[src/rtl/dsm_pkg.sv]
// drive state machine package: controlword layout, states, timing
// assumes a single 20 MHz drive clock on both ends
package dsm_pkg;

  // ----------------------------------------
  // controlword layout
  // ----------------------------------------
  localparam int CW_W        = 16;
  localparam int CW_SWITCH   = 0;
  localparam int CW_VOLTAGE  = 1;
  localparam int CW_QSTOP    = 2;
  localparam int CW_ENOP     = 3;
  localparam int CW_FRESET   = 7;

  localparam logic [CW_W-1:0] CW_NONE      = 16'h0000;
  localparam logic [CW_W-1:0] CW_SHUTDOWN  = 16'h0006;
  localparam logic [CW_W-1:0] CW_SWITCH_ON = 16'h0007;
  localparam logic [CW_W-1:0] CW_DIS_VOLT  = 16'h0000;
  localparam logic [CW_W-1:0] CW_QUICKSTOP = 16'h0002;
  localparam logic [CW_W-1:0] CW_DIS_OP    = 16'h0007;
  localparam logic [CW_W-1:0] CW_EN_OP     = 16'h000f;
  localparam logic [CW_W-1:0] CW_FAULT_RST = 16'h0080;

  // ----------------------------------------
  // states, reported as a 3-bit code
  // ----------------------------------------
  typedef enum logic [2:0] {
    ST_NOT_READY,
    ST_SW_ON_DIS,
    ST_READY,
    ST_SWITCHED_ON,
    ST_OP_ENABLED,
    ST_QSTOP_ACTIVE,
    ST_FAULT_REACT,
    ST_FAULT
  } dsm_state_t;

  // ----------------------------------------
  // quick-stop option codes, fault reset hold time
  // ----------------------------------------
  localparam logic [3:0] QS_OPT_AUTO_MIN = 4'h1;
  localparam logic [3:0] QS_OPT_AUTO_MAX = 4'h4;
  localparam int CLK_HZ         = 20_000_000;
  localparam int FR_HOLD_MS     = 10;
  localparam int FR_HOLD_CYCLES = FR_HOLD_MS * (CLK_HZ / 1000);

endpackage

[src/rtl/dsm_link_if.sv]
// interface between the network master and the drive state machine
// assumes both ends run on the same clock
`timescale 1ns/10ps
interface dsm_link_if import dsm_pkg::*; (
  input wire logic CLK
);
  logic             cyclic_up;   // cyclic i/o established
  logic [CW_W-1:0]  controlword; // master's controlword
  dsm_state_t       state;       // drive state back to master

  modport drive  (input cyclic_up, input controlword, output state);
  modport master (output cyclic_up, output controlword, input state);
endinterface

[src/rtl/dsm_drive.sv]
// drive end: decodes the controlword and steps the power/operation states
// assumes controlword, cyclic_up come from same-clock logic; alarm and
// power/stop status pins are asynchronous and are synchronised here
//
// Contract
// - start in not ready after power-up
// - obey commands only once cyclic i/o up
// - leave initial state alone on control power
// - shutdown 0x110, switch on 0,0,1,1,1
// - disable voltage fr0 ev0; quick stop fr0 qs0 ev1
// - disable/enable operation decoded on bit 3
// - switch on closes relay, enters switched on
// - enable operation performs servo-on
// - disable operation performs servo-off
// - shutdown: transitions 2,6,8; 6 opens relay
// - disable voltage/quick stop: 7,10; voltage also 9
// - quick stop from enabled starts deceleration
// - quick stop exits on done or disable voltage
// - alarm enters fault reaction, then fault
// - fault reset rising edge clears alarms, exits fault
// - master holds fault reset for ten ms
// - no return from quick stop to enabled
// - shortcut switch on and enable operation accepted
`timescale 1ns/10ps
module dsm_drive import dsm_pkg::*; (
  input  wire logic CLK,                 // drive clock
  input  wire logic RSTN,                // async reset, active low
  dsm_link_if.drive LINK,                // master side
  input  wire logic CTRL_PWR_OK,         // control circuit power up
  input  wire logic MAIN_PWR_OK,         // main circuit power present
  input  wire logic ALARM,               // alarm raised
  input  wire logic ALARM_RESETTABLE,    // current alarm may be reset
  input  wire logic REACT_DONE,          // fault reaction finished
  input  wire logic QSTOP_DONE,          // quick-stop deceleration done
  input  wire logic [3:0] QS_OPTION,     // quick-stop option code (static)
  output logic      MAIN_CIRCUIT_RELAY,  // relay closed
  output logic      SERVO_ON,            // servo on
  output logic      QSTOP_DECEL,         // quick-stop deceleration running
  output logic      ALARM_CLEAR,         // one-cycle alarm clear pulse
  output logic      FAULT_ACTIVE         // in fault reaction or fault
);

  // ----------------------------------------
  // input synchronisers
  // ----------------------------------------
  logic [4:0] sync1_ff;
  logic [4:0] sync2_ff;
  logic       ctrl_ok;
  logic       main_ok;
  logic       alarm;
  logic       react_done;
  logic       qstop_done;

  always_ff @(posedge CLK or negedge RSTN) begin
    if (!RSTN) begin
      sync1_ff <= '0;
      sync2_ff <= '0;
    end else begin
      sync1_ff <= {CTRL_PWR_OK, MAIN_PWR_OK, ALARM, REACT_DONE, QSTOP_DONE};
      sync2_ff <= sync1_ff;
    end
  end
  assign {ctrl_ok, main_ok, alarm, react_done, qstop_done} = sync2_ff;

  // ----------------------------------------
  // command decode
  // ----------------------------------------
  logic [CW_W-1:0] cw;
  logic            fr_prev_ff;
  logic            cmd_shutdown;
  logic            cmd_switch_on;
  logic            cmd_dis_volt;
  logic            cmd_qstop;
  logic            cmd_en_op;
  logic            cmd_dis_op;
  logic            cmd_fault_rst;
  logic            qs_auto;

  // gated so a stale controlword before cyclic i/o does nothing
  assign cw = LINK.cyclic_up ? LINK.controlword : CW_NONE;

  assign cmd_shutdown  = !cw[CW_FRESET] && cw[CW_QSTOP] && cw[CW_VOLTAGE] && !cw[CW_SWITCH];
  assign cmd_switch_on = !cw[CW_FRESET] && !cw[CW_ENOP] && cw[CW_QSTOP] && cw[CW_VOLTAGE]
                         && cw[CW_SWITCH];
  assign cmd_dis_volt  = !cw[CW_FRESET] && !cw[CW_VOLTAGE];
  assign cmd_qstop     = !cw[CW_FRESET] && !cw[CW_QSTOP] && cw[CW_VOLTAGE];
  assign cmd_dis_op    = cmd_switch_on;
  assign cmd_en_op     = !cw[CW_FRESET] && cw[CW_ENOP] && cw[CW_QSTOP] && cw[CW_VOLTAGE]
                         && cw[CW_SWITCH];
  assign cmd_fault_rst = LINK.cyclic_up && LINK.controlword[CW_FRESET] && !fr_prev_ff;
  assign qs_auto       = (QS_OPTION >= QS_OPT_AUTO_MIN) && (QS_OPTION <= QS_OPT_AUTO_MAX);

  // edge detect only; master holds the bit long enough to be seen
  always_ff @(posedge CLK or negedge RSTN) begin
    if (!RSTN) fr_prev_ff <= 1'b0;
    else       fr_prev_ff <= LINK.cyclic_up && LINK.controlword[CW_FRESET];
  end

  // ----------------------------------------
  // state machine
  // ----------------------------------------
  dsm_state_t state_ff;
  dsm_state_t nxt_state;

  always_comb begin
    nxt_state = state_ff;
    case (state_ff)
      ST_NOT_READY:    if (ctrl_ok) nxt_state = ST_SW_ON_DIS;
      ST_SW_ON_DIS: begin
        if (cmd_en_op && main_ok)          nxt_state = ST_OP_ENABLED;
        else if (cmd_switch_on && main_ok) nxt_state = ST_SWITCHED_ON;
        else if (cmd_shutdown)             nxt_state = ST_READY;
      end
      ST_READY: begin
        if (cmd_en_op && main_ok)                nxt_state = ST_OP_ENABLED;
        else if (cmd_switch_on && main_ok)       nxt_state = ST_SWITCHED_ON;
        else if (cmd_dis_volt || cmd_qstop)      nxt_state = ST_SW_ON_DIS;
      end
      ST_SWITCHED_ON: begin
        if (cmd_dis_volt || cmd_qstop) nxt_state = ST_SW_ON_DIS;
        else if (cmd_shutdown)         nxt_state = ST_READY;
        else if (cmd_en_op)            nxt_state = ST_OP_ENABLED;
      end
      ST_OP_ENABLED: begin
        if (cmd_dis_volt)                   nxt_state = ST_SW_ON_DIS;
        else if (cmd_qstop)                 nxt_state = ST_QSTOP_ACTIVE;
        else if (cmd_shutdown || !main_ok)  nxt_state = ST_READY;
        else if (cmd_dis_op)                nxt_state = ST_SWITCHED_ON;
      end
      ST_QSTOP_ACTIVE: begin
        // enable operation is ignored here: no way back to enabled
        if (cmd_dis_volt || (qs_auto && qstop_done)) nxt_state = ST_SW_ON_DIS;
      end
      ST_FAULT_REACT:  if (react_done) nxt_state = ST_FAULT;
      ST_FAULT:        if (cmd_fault_rst && ALARM_RESETTABLE) nxt_state = ST_SW_ON_DIS;
      default:         nxt_state = ST_NOT_READY;
    endcase
    // alarm pre-empts every state except not ready and those already handling it
    if (alarm && state_ff != ST_FAULT_REACT && state_ff != ST_FAULT && state_ff != ST_NOT_READY)
      nxt_state = ST_FAULT_REACT;
  end

  always_ff @(posedge CLK or negedge RSTN) begin
    if (!RSTN) state_ff <= ST_NOT_READY;
    else       state_ff <= nxt_state;
  end

  // ----------------------------------------
  // outputs, all registered; clear from current and next state, the rest from next state
  // ----------------------------------------
  logic relay_ff;
  logic servo_ff;
  logic decel_ff;
  logic clear_ff;
  logic fault_ff;

  // relay kept through quick stop and fault reaction so braking has power
  always_ff @(posedge CLK or negedge RSTN) begin
    if (!RSTN) begin
      relay_ff <= 1'b0;
    end else begin
      relay_ff <= (nxt_state == ST_SWITCHED_ON) || (nxt_state == ST_OP_ENABLED)
                  || (nxt_state == ST_QSTOP_ACTIVE) || (nxt_state == ST_FAULT_REACT);
    end
  end

  always_ff @(posedge CLK or negedge RSTN) begin
    if (!RSTN) begin
      servo_ff <= 1'b0;
    end else begin
      servo_ff <= (nxt_state == ST_OP_ENABLED) || (nxt_state == ST_QSTOP_ACTIVE)
                  || (nxt_state == ST_FAULT_REACT);
    end
  end

  always_ff @(posedge CLK or negedge RSTN) begin
    if (!RSTN) begin
      decel_ff <= 1'b0;
    end else begin
      decel_ff <= (nxt_state == ST_QSTOP_ACTIVE);
    end
  end

  // pulse only on the fault exit step, never while parked in fault
  always_ff @(posedge CLK or negedge RSTN) begin
    if (!RSTN) begin
      clear_ff <= 1'b0;
    end else begin
      clear_ff <= (state_ff == ST_FAULT) && (nxt_state == ST_SW_ON_DIS);
    end
  end

  always_ff @(posedge CLK or negedge RSTN) begin
    if (!RSTN) begin
      fault_ff <= 1'b0;
    end else begin
      fault_ff <= (nxt_state == ST_FAULT_REACT) || (nxt_state == ST_FAULT);
    end
  end

  assign LINK.state         = state_ff;
  assign MAIN_CIRCUIT_RELAY = relay_ff;
  assign SERVO_ON           = servo_ff;
  assign QSTOP_DECEL        = decel_ff;
  assign ALARM_CLEAR        = clear_ff;
  assign FAULT_ACTIVE       = fault_ff;

endmodule

[src/flat_wrapper.sv]
// flat-port wrapper written by rule: the top's interface ports become plain ports
module dsm_drive_flat import dsm_pkg::*;
  (CLK, RSTN, CTRL_PWR_OK, MAIN_PWR_OK, ALARM, ALARM_RESETTABLE, REACT_DONE, QSTOP_DONE, QS_OPTION, MAIN_CIRCUIT_RELAY, SERVO_ON, QSTOP_DECEL, ALARM_CLEAR, FAULT_ACTIVE, LINK_cyclic_up, LINK_controlword, LINK_state);
  dsm_link_if LINK_i (.CLK(CLK));
  input  wire logic CLK;
  input  wire logic RSTN;
  input  wire logic CTRL_PWR_OK;
  input  wire logic MAIN_PWR_OK;
  input  wire logic ALARM;
  input  wire logic ALARM_RESETTABLE;
  input  wire logic REACT_DONE;
  input  wire logic QSTOP_DONE;
  input  wire logic [3:0] QS_OPTION;
  output logic MAIN_CIRCUIT_RELAY;
  output logic SERVO_ON;
  output logic QSTOP_DECEL;
  output logic ALARM_CLEAR;
  output logic FAULT_ACTIVE;
  input wire logic [$bits(LINK_i.cyclic_up)-1:0] LINK_cyclic_up;
  input wire logic [$bits(LINK_i.controlword)-1:0] LINK_controlword;
  output wire logic [$bits(LINK_i.state)-1:0] LINK_state;
  assign LINK_i.cyclic_up = LINK_cyclic_up;
  assign LINK_i.controlword = LINK_controlword;
  assign LINK_state = LINK_i.state;
  dsm_drive u_core (.CLK(CLK), .RSTN(RSTN), .LINK(LINK_i), .CTRL_PWR_OK(CTRL_PWR_OK), .MAIN_PWR_OK(MAIN_PWR_OK), .ALARM(ALARM), .ALARM_RESETTABLE(ALARM_RESETTABLE), .REACT_DONE(REACT_DONE), .QSTOP_DONE(QSTOP_DONE), .QS_OPTION(QS_OPTION), .MAIN_CIRCUIT_RELAY(MAIN_CIRCUIT_RELAY), .SERVO_ON(SERVO_ON), .QSTOP_DECEL(QSTOP_DECEL), .ALARM_CLEAR(ALARM_CLEAR), .FAULT_ACTIVE(FAULT_ACTIVE));
endmodule
[config.mk]
export PLATFORM = sky130hd
export DESIGN_NAME = dsm_drive_flat
export DESIGN_NICKNAME = d
export VERILOG_FILES = /design/src/rtl/dsm_pkg.sv /design/src/rtl/dsm_link_if.sv /design/src/rtl/dsm_drive.sv /design/src/flat_wrapper.sv
export SDC_FILE = /design/constraint.sdc
export NUM_CORES = 1
export LEC_CHECK = 0
export ABC_AREA = 1
export BUFFER_PORTS_ARGS = -buffer_cell sky130_fd_sc_hd__clkbuf_2
export CAP_MARGIN = 15
export CORE_MARGIN = 2
export CORE_UTILIZATION = 25
export CTS_BUF_LIST = sky130_fd_sc_hd__clkbuf_2 sky130_fd_sc_hd__clkbuf_4 sky130_fd_sc_hd__clkbuf_8
export CTS_CLUSTER_DIAMETER = 40
export DETAILED_ROUTE_END_ITERATION = 7
export PLACE_DENSITY = 0.47
export SYNTH_ARGS = -nofsm -noshare
export SYNTH_HDL_FRONTEND = slang
export SYNTH_SLANG_ARGS = --single-unit
[constraint.sdc]
create_clock -name CLK -period 4.4 [get_ports CLK]
set_input_delay 0.88 -clock CLK [delete_from_list [all_inputs] [get_ports CLK]]
set_output_delay 0.88 -clock CLK [all_outputs]
set_load 0.05 [all_outputs]
## After elaboration in Yosys (flattened, before gate mapping)

Index checks and enable logic that the tools add are counted.

- Reductions and logical operators: 43
- Eq/ne operators: 15
- Muxes and demuxes: 20
- $lt $le $gt $ge: 2

Operator list:

| kind | number |
|---|---|
| two-way mux 3 bit | 18 |
| logical AND 1 bit | 25 |
| equality test 3 bit (second input constant) | 8 |
| one-hot mux 3 bit (8 select lines) | 1 |
| equality test 3 x 2 -> 1 bit (second input constant) | 3 |
| logical OR 1 bit | 9 |
| two-way mux 8 bit | 1 |
| zero test 1 bit | 7 |
| equality test 3 x 1 -> 1 bit (second input constant) | 2 |
| != test 3 bit (second input constant) | 2 |
| >= comparator 4 x 1 -> 1 bit (second input constant) | 1 |
| <= comparator 4 x 3 -> 1 bit (second input constant) | 1 |
| zero test 3 bit | 1 |
| nonzero test 3 bit | 1 |

- Output and inout bits: 8
- Flip-flop bits (word level): 19
- Word-level logic and storage cells: 89

## Longest topological paths before layout

- Depth in word-level cells: 16
- Gate-level depth with buffers: 14
- Gate-level depth less buffers: 14

## Least setup slack after synthesis

No wires, ideal clock.

- Path kind: input port to flip-flop
- From: input port LINK_controlword[7]
- To: register u_core.relay_ff (netlist: u_core.MAIN_CIRCUIT_RELAY)
- Slack: 2412 ps
- Data required time: 4335 ps
- Setup time: 65 ps
- Stages: 12
- Arrival: 1923 ps
- Path through: inv_1 -> nand2_1 -> nor2_2 -> nand3_1 -> and2_1 -> nor2_1 -> nand2_2 -> nor2_4 -> nor2_8 -> nand3_1 -> nand2_1 -> nand2_1

- Cells in the longest elaborated chain, start to end: 16
- Elaborated cells between the ends (all ways): 48
- Those cells by class: 4 x eq/ne; 18 x mux; 26 x reduce/logical

Ends and longest elaborated chain:

| what | RTL line | text |
|---|---|---|
| from (decl) | flat_wrapper.sv:20 | `input wire logic [$bits(LINK_i.controlword)-1:0] LINK_controlword;` |
| two-way mux 8 bit | dsm_drive.sv:80 | `assign cw = LINK.cyclic_up ? LINK.controlword : CW_NONE;` |
| zero test 1 bit | - |  |
| logical AND 1 bit (3 in series) | dsm_drive.sv:83 | `assign cmd_switch_on = !cw[CW_FRESET] && !cw[CW_ENOP] && cw[CW_QSTOP] && cw[CW_VOLTAGE]` |
| logical AND 1 bit | dsm_drive.sv:84 | `&& cw[CW_SWITCH];` |
| two-way mux 3 bit | dsm_drive.sv:128 | `else if (cmd_dis_op) nxt_state = ST_SWITCHED_ON;` |
| two-way mux 3 bit | dsm_drive.sv:127 | `else if (cmd_shutdown \|\| !main_ok) nxt_state = ST_READY;` |
| two-way mux 3 bit | dsm_drive.sv:126 | `else if (cmd_qstop) nxt_state = ST_QSTOP_ACTIVE;` |
| two-way mux 3 bit | dsm_drive.sv:125 | `if (cmd_dis_volt) nxt_state = ST_SW_ON_DIS;` |
| one-hot mux 3 bit (8 select lines) (*) | dsm_drive.sv:107 | `case (state_ff)` |
| two-way mux 3 bit (*) | dsm_drive.sv:139 | `if (alarm && state_ff != ST_FAULT_REACT && state_ff != ST_FAULT && state_ff != ST_NOT_READY)` |
| via u_core.nxt_state[1] | dsm_drive.sv:103 | `dsm_state_t nxt_state;` |
| equality test 3 x 2 -> 1 bit or equality test 3 bit (tied branches) | dsm_drive.sv:162 | `relay_ff <= (nxt_state == ST_SWITCHED_ON) \|\| (nxt_state == ST_OP_ENABLED)` |
| logical OR 1 bit | dsm_drive.sv:162 |  |
| logical OR 1 bit | dsm_drive.sv:163 | `\|\| (nxt_state == ST_QSTOP_ACTIVE) \|\| (nxt_state == ST_FAULT_REACT);` |
| logical OR 1 bit (*) | dsm_drive.sv:163 |  |
| to (signal assigned) | dsm_drive.sv:162 |  |
| to (decl) | dsm_drive.sv:151 | `logic relay_ff;` |

The timed path passes the listed nets; every way through them passes the cells marked *.

## Worst setup path after layout

- From: input port LINK_cyclic_up
- To: register u_core.relay_ff (netlist: u_core.MAIN_CIRCUIT_RELAY)

- Cells in the longest elaborated chain, start to end: 16
- Elaborated cells between the ends (all ways): 52
- Those cells by class: 4 x eq/ne; 18 x mux; 30 x reduce/logical

Ends and longest elaborated chain:

| what | RTL line | text |
|---|---|---|
| from (decl) | flat_wrapper.sv:19 | `input wire logic [$bits(LINK_i.cyclic_up)-1:0] LINK_cyclic_up;` |
| two-way mux 8 bit | dsm_drive.sv:80 |  |
| zero test 1 bit, on equally long branches | - |  |
| logical AND 1 bit (3 in series) | dsm_drive.sv:83 |  |
| logical AND 1 bit | dsm_drive.sv:84 |  |
| two-way mux 3 bit | dsm_drive.sv:128 |  |
| two-way mux 3 bit | dsm_drive.sv:127 |  |
| two-way mux 3 bit | dsm_drive.sv:126 |  |
| two-way mux 3 bit | dsm_drive.sv:125 |  |
| one-hot mux 3 bit (8 select lines) (*) | dsm_drive.sv:107 |  |
| two-way mux 3 bit (*) | dsm_drive.sv:139 |  |
| via u_core.nxt_state[2] | dsm_drive.sv:103 |  |
| equality test 3 x 2 -> 1 bit or equality test 3 bit (tied branches) | dsm_drive.sv:162 |  |
| logical OR 1 bit | dsm_drive.sv:162 |  |
| logical OR 1 bit | dsm_drive.sv:163 |  |
| logical OR 1 bit (*) | dsm_drive.sv:163 |  |

Marked as above.

==> run summary <==
die area: 4810 um^2
number of distinct library cells after synthesis: 23
Int Power: 0.000427 W
io pins: 37
die width: 69.3 um
Routed met2 length: 1130 um
Post-CTS Setup Repair Bufs: 0
Layout area overhead: 20.4%
port bufs: 25
Total GRT Usage: 0.100
WL met1: 1090 um
via-per-instance ratio: 4.39
Required @ worst endpoint: 4.54 ns
Syn. warnings: 0
CTS H-tree lvls: 1
RSZ-0062 raised after global routing: no
status: finished clean
CP max FO: 5
fraction of layout cells with a size suffix above 1: 0.237
nets@finish: 199
number of DRC markers in iteration 0: 47
Max Clock Skew: 0.00238 ns
commonest non-fill, non-tap cell in the layout: nand2_1
Initial Util: 0.263
share of the synthesized area in the top cell type: 0.445
synthesized area: 1070 um^2
Via Count: 962
Fill cells: 442
critical path type: input port to register
final hold violations: 0
Mapped Nets: 171
max_cap viols: 0
initial antenna violation count: 0
CTS sink cnt: 19
Worst-Margin Slew: 0.452 ns
Switch Pwr: 0.000442 W
Num CTS Buffers: 3
Area contributors post-synth: dfrtp_1, nand2_1, nand3_1, inv_1, nor2_1
power per cell area: 676 nW/um^2
fmax: 0.477 GHz
Clock power frac: 0.139
Worst Path Arrival: 2.24 ns
Avg Cell Area, Syn: 7.52 um^2
root buf cell: clkbuf_8
R2R depth: 10
Finished Layout Cells: 219
Layout Utilization: 0.317
Combinational Power Share: 0.550
synthesized flop and latch total: 19
# DRC: 0
first-pass detailed-route iteration total: 4
met3 routed WL: 83 um
Final setup viols: 0
Reg clk slew, reported paths: 0.06 ns
Post-CTS Resized: 0
Tcrit/Tclk final: 0.476
largest net degree at the start of global routing: 20
Setup TNS Final: 0 ns
number of global-route vias before repair: 905
sw frac: 0.508
clock tree from TritonCTS: built
Cells after Synth: 142
Routed wire per std cell: 10.6 um
Reg power frac: 0.311
DRT antenna net count: 0
Yosys top cell by area: dfrtp_1
GPL Wtd Cong: 0.805
GRT overflow: 0
antenna cells: 0
Rel. slew slack: 0.699
startpoint types: input port
Final Max Slew Viols: 0
sequential-to-total area share from yosys stat: 0.445
clock buffer depth: 2
# hold bufs at CTS: 0
Leak Pwr: 0.716 nW
placed instance count: 215
HP Class: register to register
total core area: 4060 um^2
Max IR drop VDD: 352 uV
clk_lat worst skew: 0.25 ns
global-route wire length before repair: 3970 um
Die H: 69.3 um
detailed-placement wirelength estimate: 1920 um
CP endpoint kind: register
Tmin final: 2.10 ns
Top Metal Used: met4
DP Area: 1240 um^2
drt total wl: 2320 um
worst hold path depth: 0
most frequent cells in the layout: nand2_1, clkbuf_2, inv_1, dfrtp_1, nand3_1
fin area: 1280 um^2
number of placement rows: 23
Worst Hold Slack: 0.347 ns
==> final timing paths <==
check	start	slack, ns	end
max	LINK_cyclic_up	2.30	u_core.MAIN_CIRCUIT_RELAY$_DFF_PN0_
min	u_core.sync1_ff[3]$_DFF_PN0_	0.35	u_core.sync2_ff[3]$_DFF_PN0_
max reg2reg	u_core.LINK.state[1]$_DFF_PN0_	2.49	u_core.MAIN_CIRCUIT_RELAY$_DFF_PN0_
min reg2reg	u_core.sync1_ff[3]$_DFF_PN0_	0.35	u_core.sync2_ff[3]$_DFF_PN0_
max in group asynchronous	RSTN	3.52	u_core.sync1_ff[3]$_DFF_PN0_
min in group asynchronous	RSTN	0.57	u_core.FAULT_ACTIVE$_DFF_PN0_
==> Yosys cell counts <==
cell / number
nor3_1: 5
nand3b_1: 2
inv_2: 2
a21oi_1: 3
nor2_2: 2
o21ai_0: 1
dfrtp_1: 19
nand4_1: 3
nor2_1: 11
buf_6: 1
o211ai_1: 1
nand3_1: 16
nor2_8: 1
xnor2_1: 1
nor3_4: 1
inv_1: 20
buf_4: 1
a21oi_2: 1
nand2_1: 45
nand2_2: 2
or2_1: 1
nor2_4: 2
and2_1: 1
==> power by group through the flow <==
stage                     sequential [W]  clock (W)  combinational [W]
after global routing            0.000276   0.000135           0.000531
after CTS                       0.000270   0.000128           0.000484
after global placement          0.000271          0           0.000483
after detailed placement        0.000273          0           0.000481
after floorplan                 0.000350          0           0.000310
final                           0.000270   0.000121           0.000477
==> metal layers <==
| metal | global-route usage | vias to the layer above |
|---|---|---|
| li1 | - | 497 |
| met1 | 0.129 | 450 |
| met2 | 0.167 | 13 |
| met3 | 0.0145 | 2 |
| met4 | 0.0458 | 0 |
| met5 | 0 | - |
==> sequential cells by signal (all words and copies together) (netlist names) <==
signal,flops
u_core.ALARM_CLEAR,1
u_core.FAULT_ACTIVE,1
u_core.LINK.state,3
u_core.MAIN_CIRCUIT_RELAY,1
u_core.QSTOP_DECEL,1
u_core.SERVO_ON,1
u_core.fr_prev_ff,1
u_core.sync1_ff,5
u_core.sync2_ff,5
==> cell type report <==
cell class	instances	area, um^2	area share
multi-input cells	99	490	0.382
flip-flops and latches	19	475	0.370
inverters	22	82.6	0.0643
clock buffers	4	48.8	0.0380
repair buffers	25	125	0.0974
well taps	50	62.6	0.0487
==> cell families after synthesis <==
logic type                Yosys count  share of synthesized area
xor gates and xnor gates            1                    0.00821
DFF                                19                      0.445
buffers and inverters              24                     0.0950
and+or+nand+nor                    92                      0.417
AOI/OAI and AO/OA                   6                     0.0340
==> metrics by stage <==
step	power, W	setup slack [ns]
2_1_floorplan	0.000659	2.41
3_3_place_gp	0.000755	1.98
3_5_place_dp	0.000754	2.05
4_1_cts	0.000882	2.28
5_1_grt	0.000942	2.14
6_report	0.000868	2.30
==> critical path, cell delays in order <==
cell	delay, ns
clkbuf_2	0.09
nand2_1	0.11
inv_1	0.09
nand3_1	0.18
nand2_1	0.13
nand2_1	0.06
nand2_1	0.05
nand3b_1	0.08
nor2_1	0.19
nand3_1	0.20
nand2_1	0.13
nand2_1	0.06
Note: power is estimated with default switching activity, not from simulation.
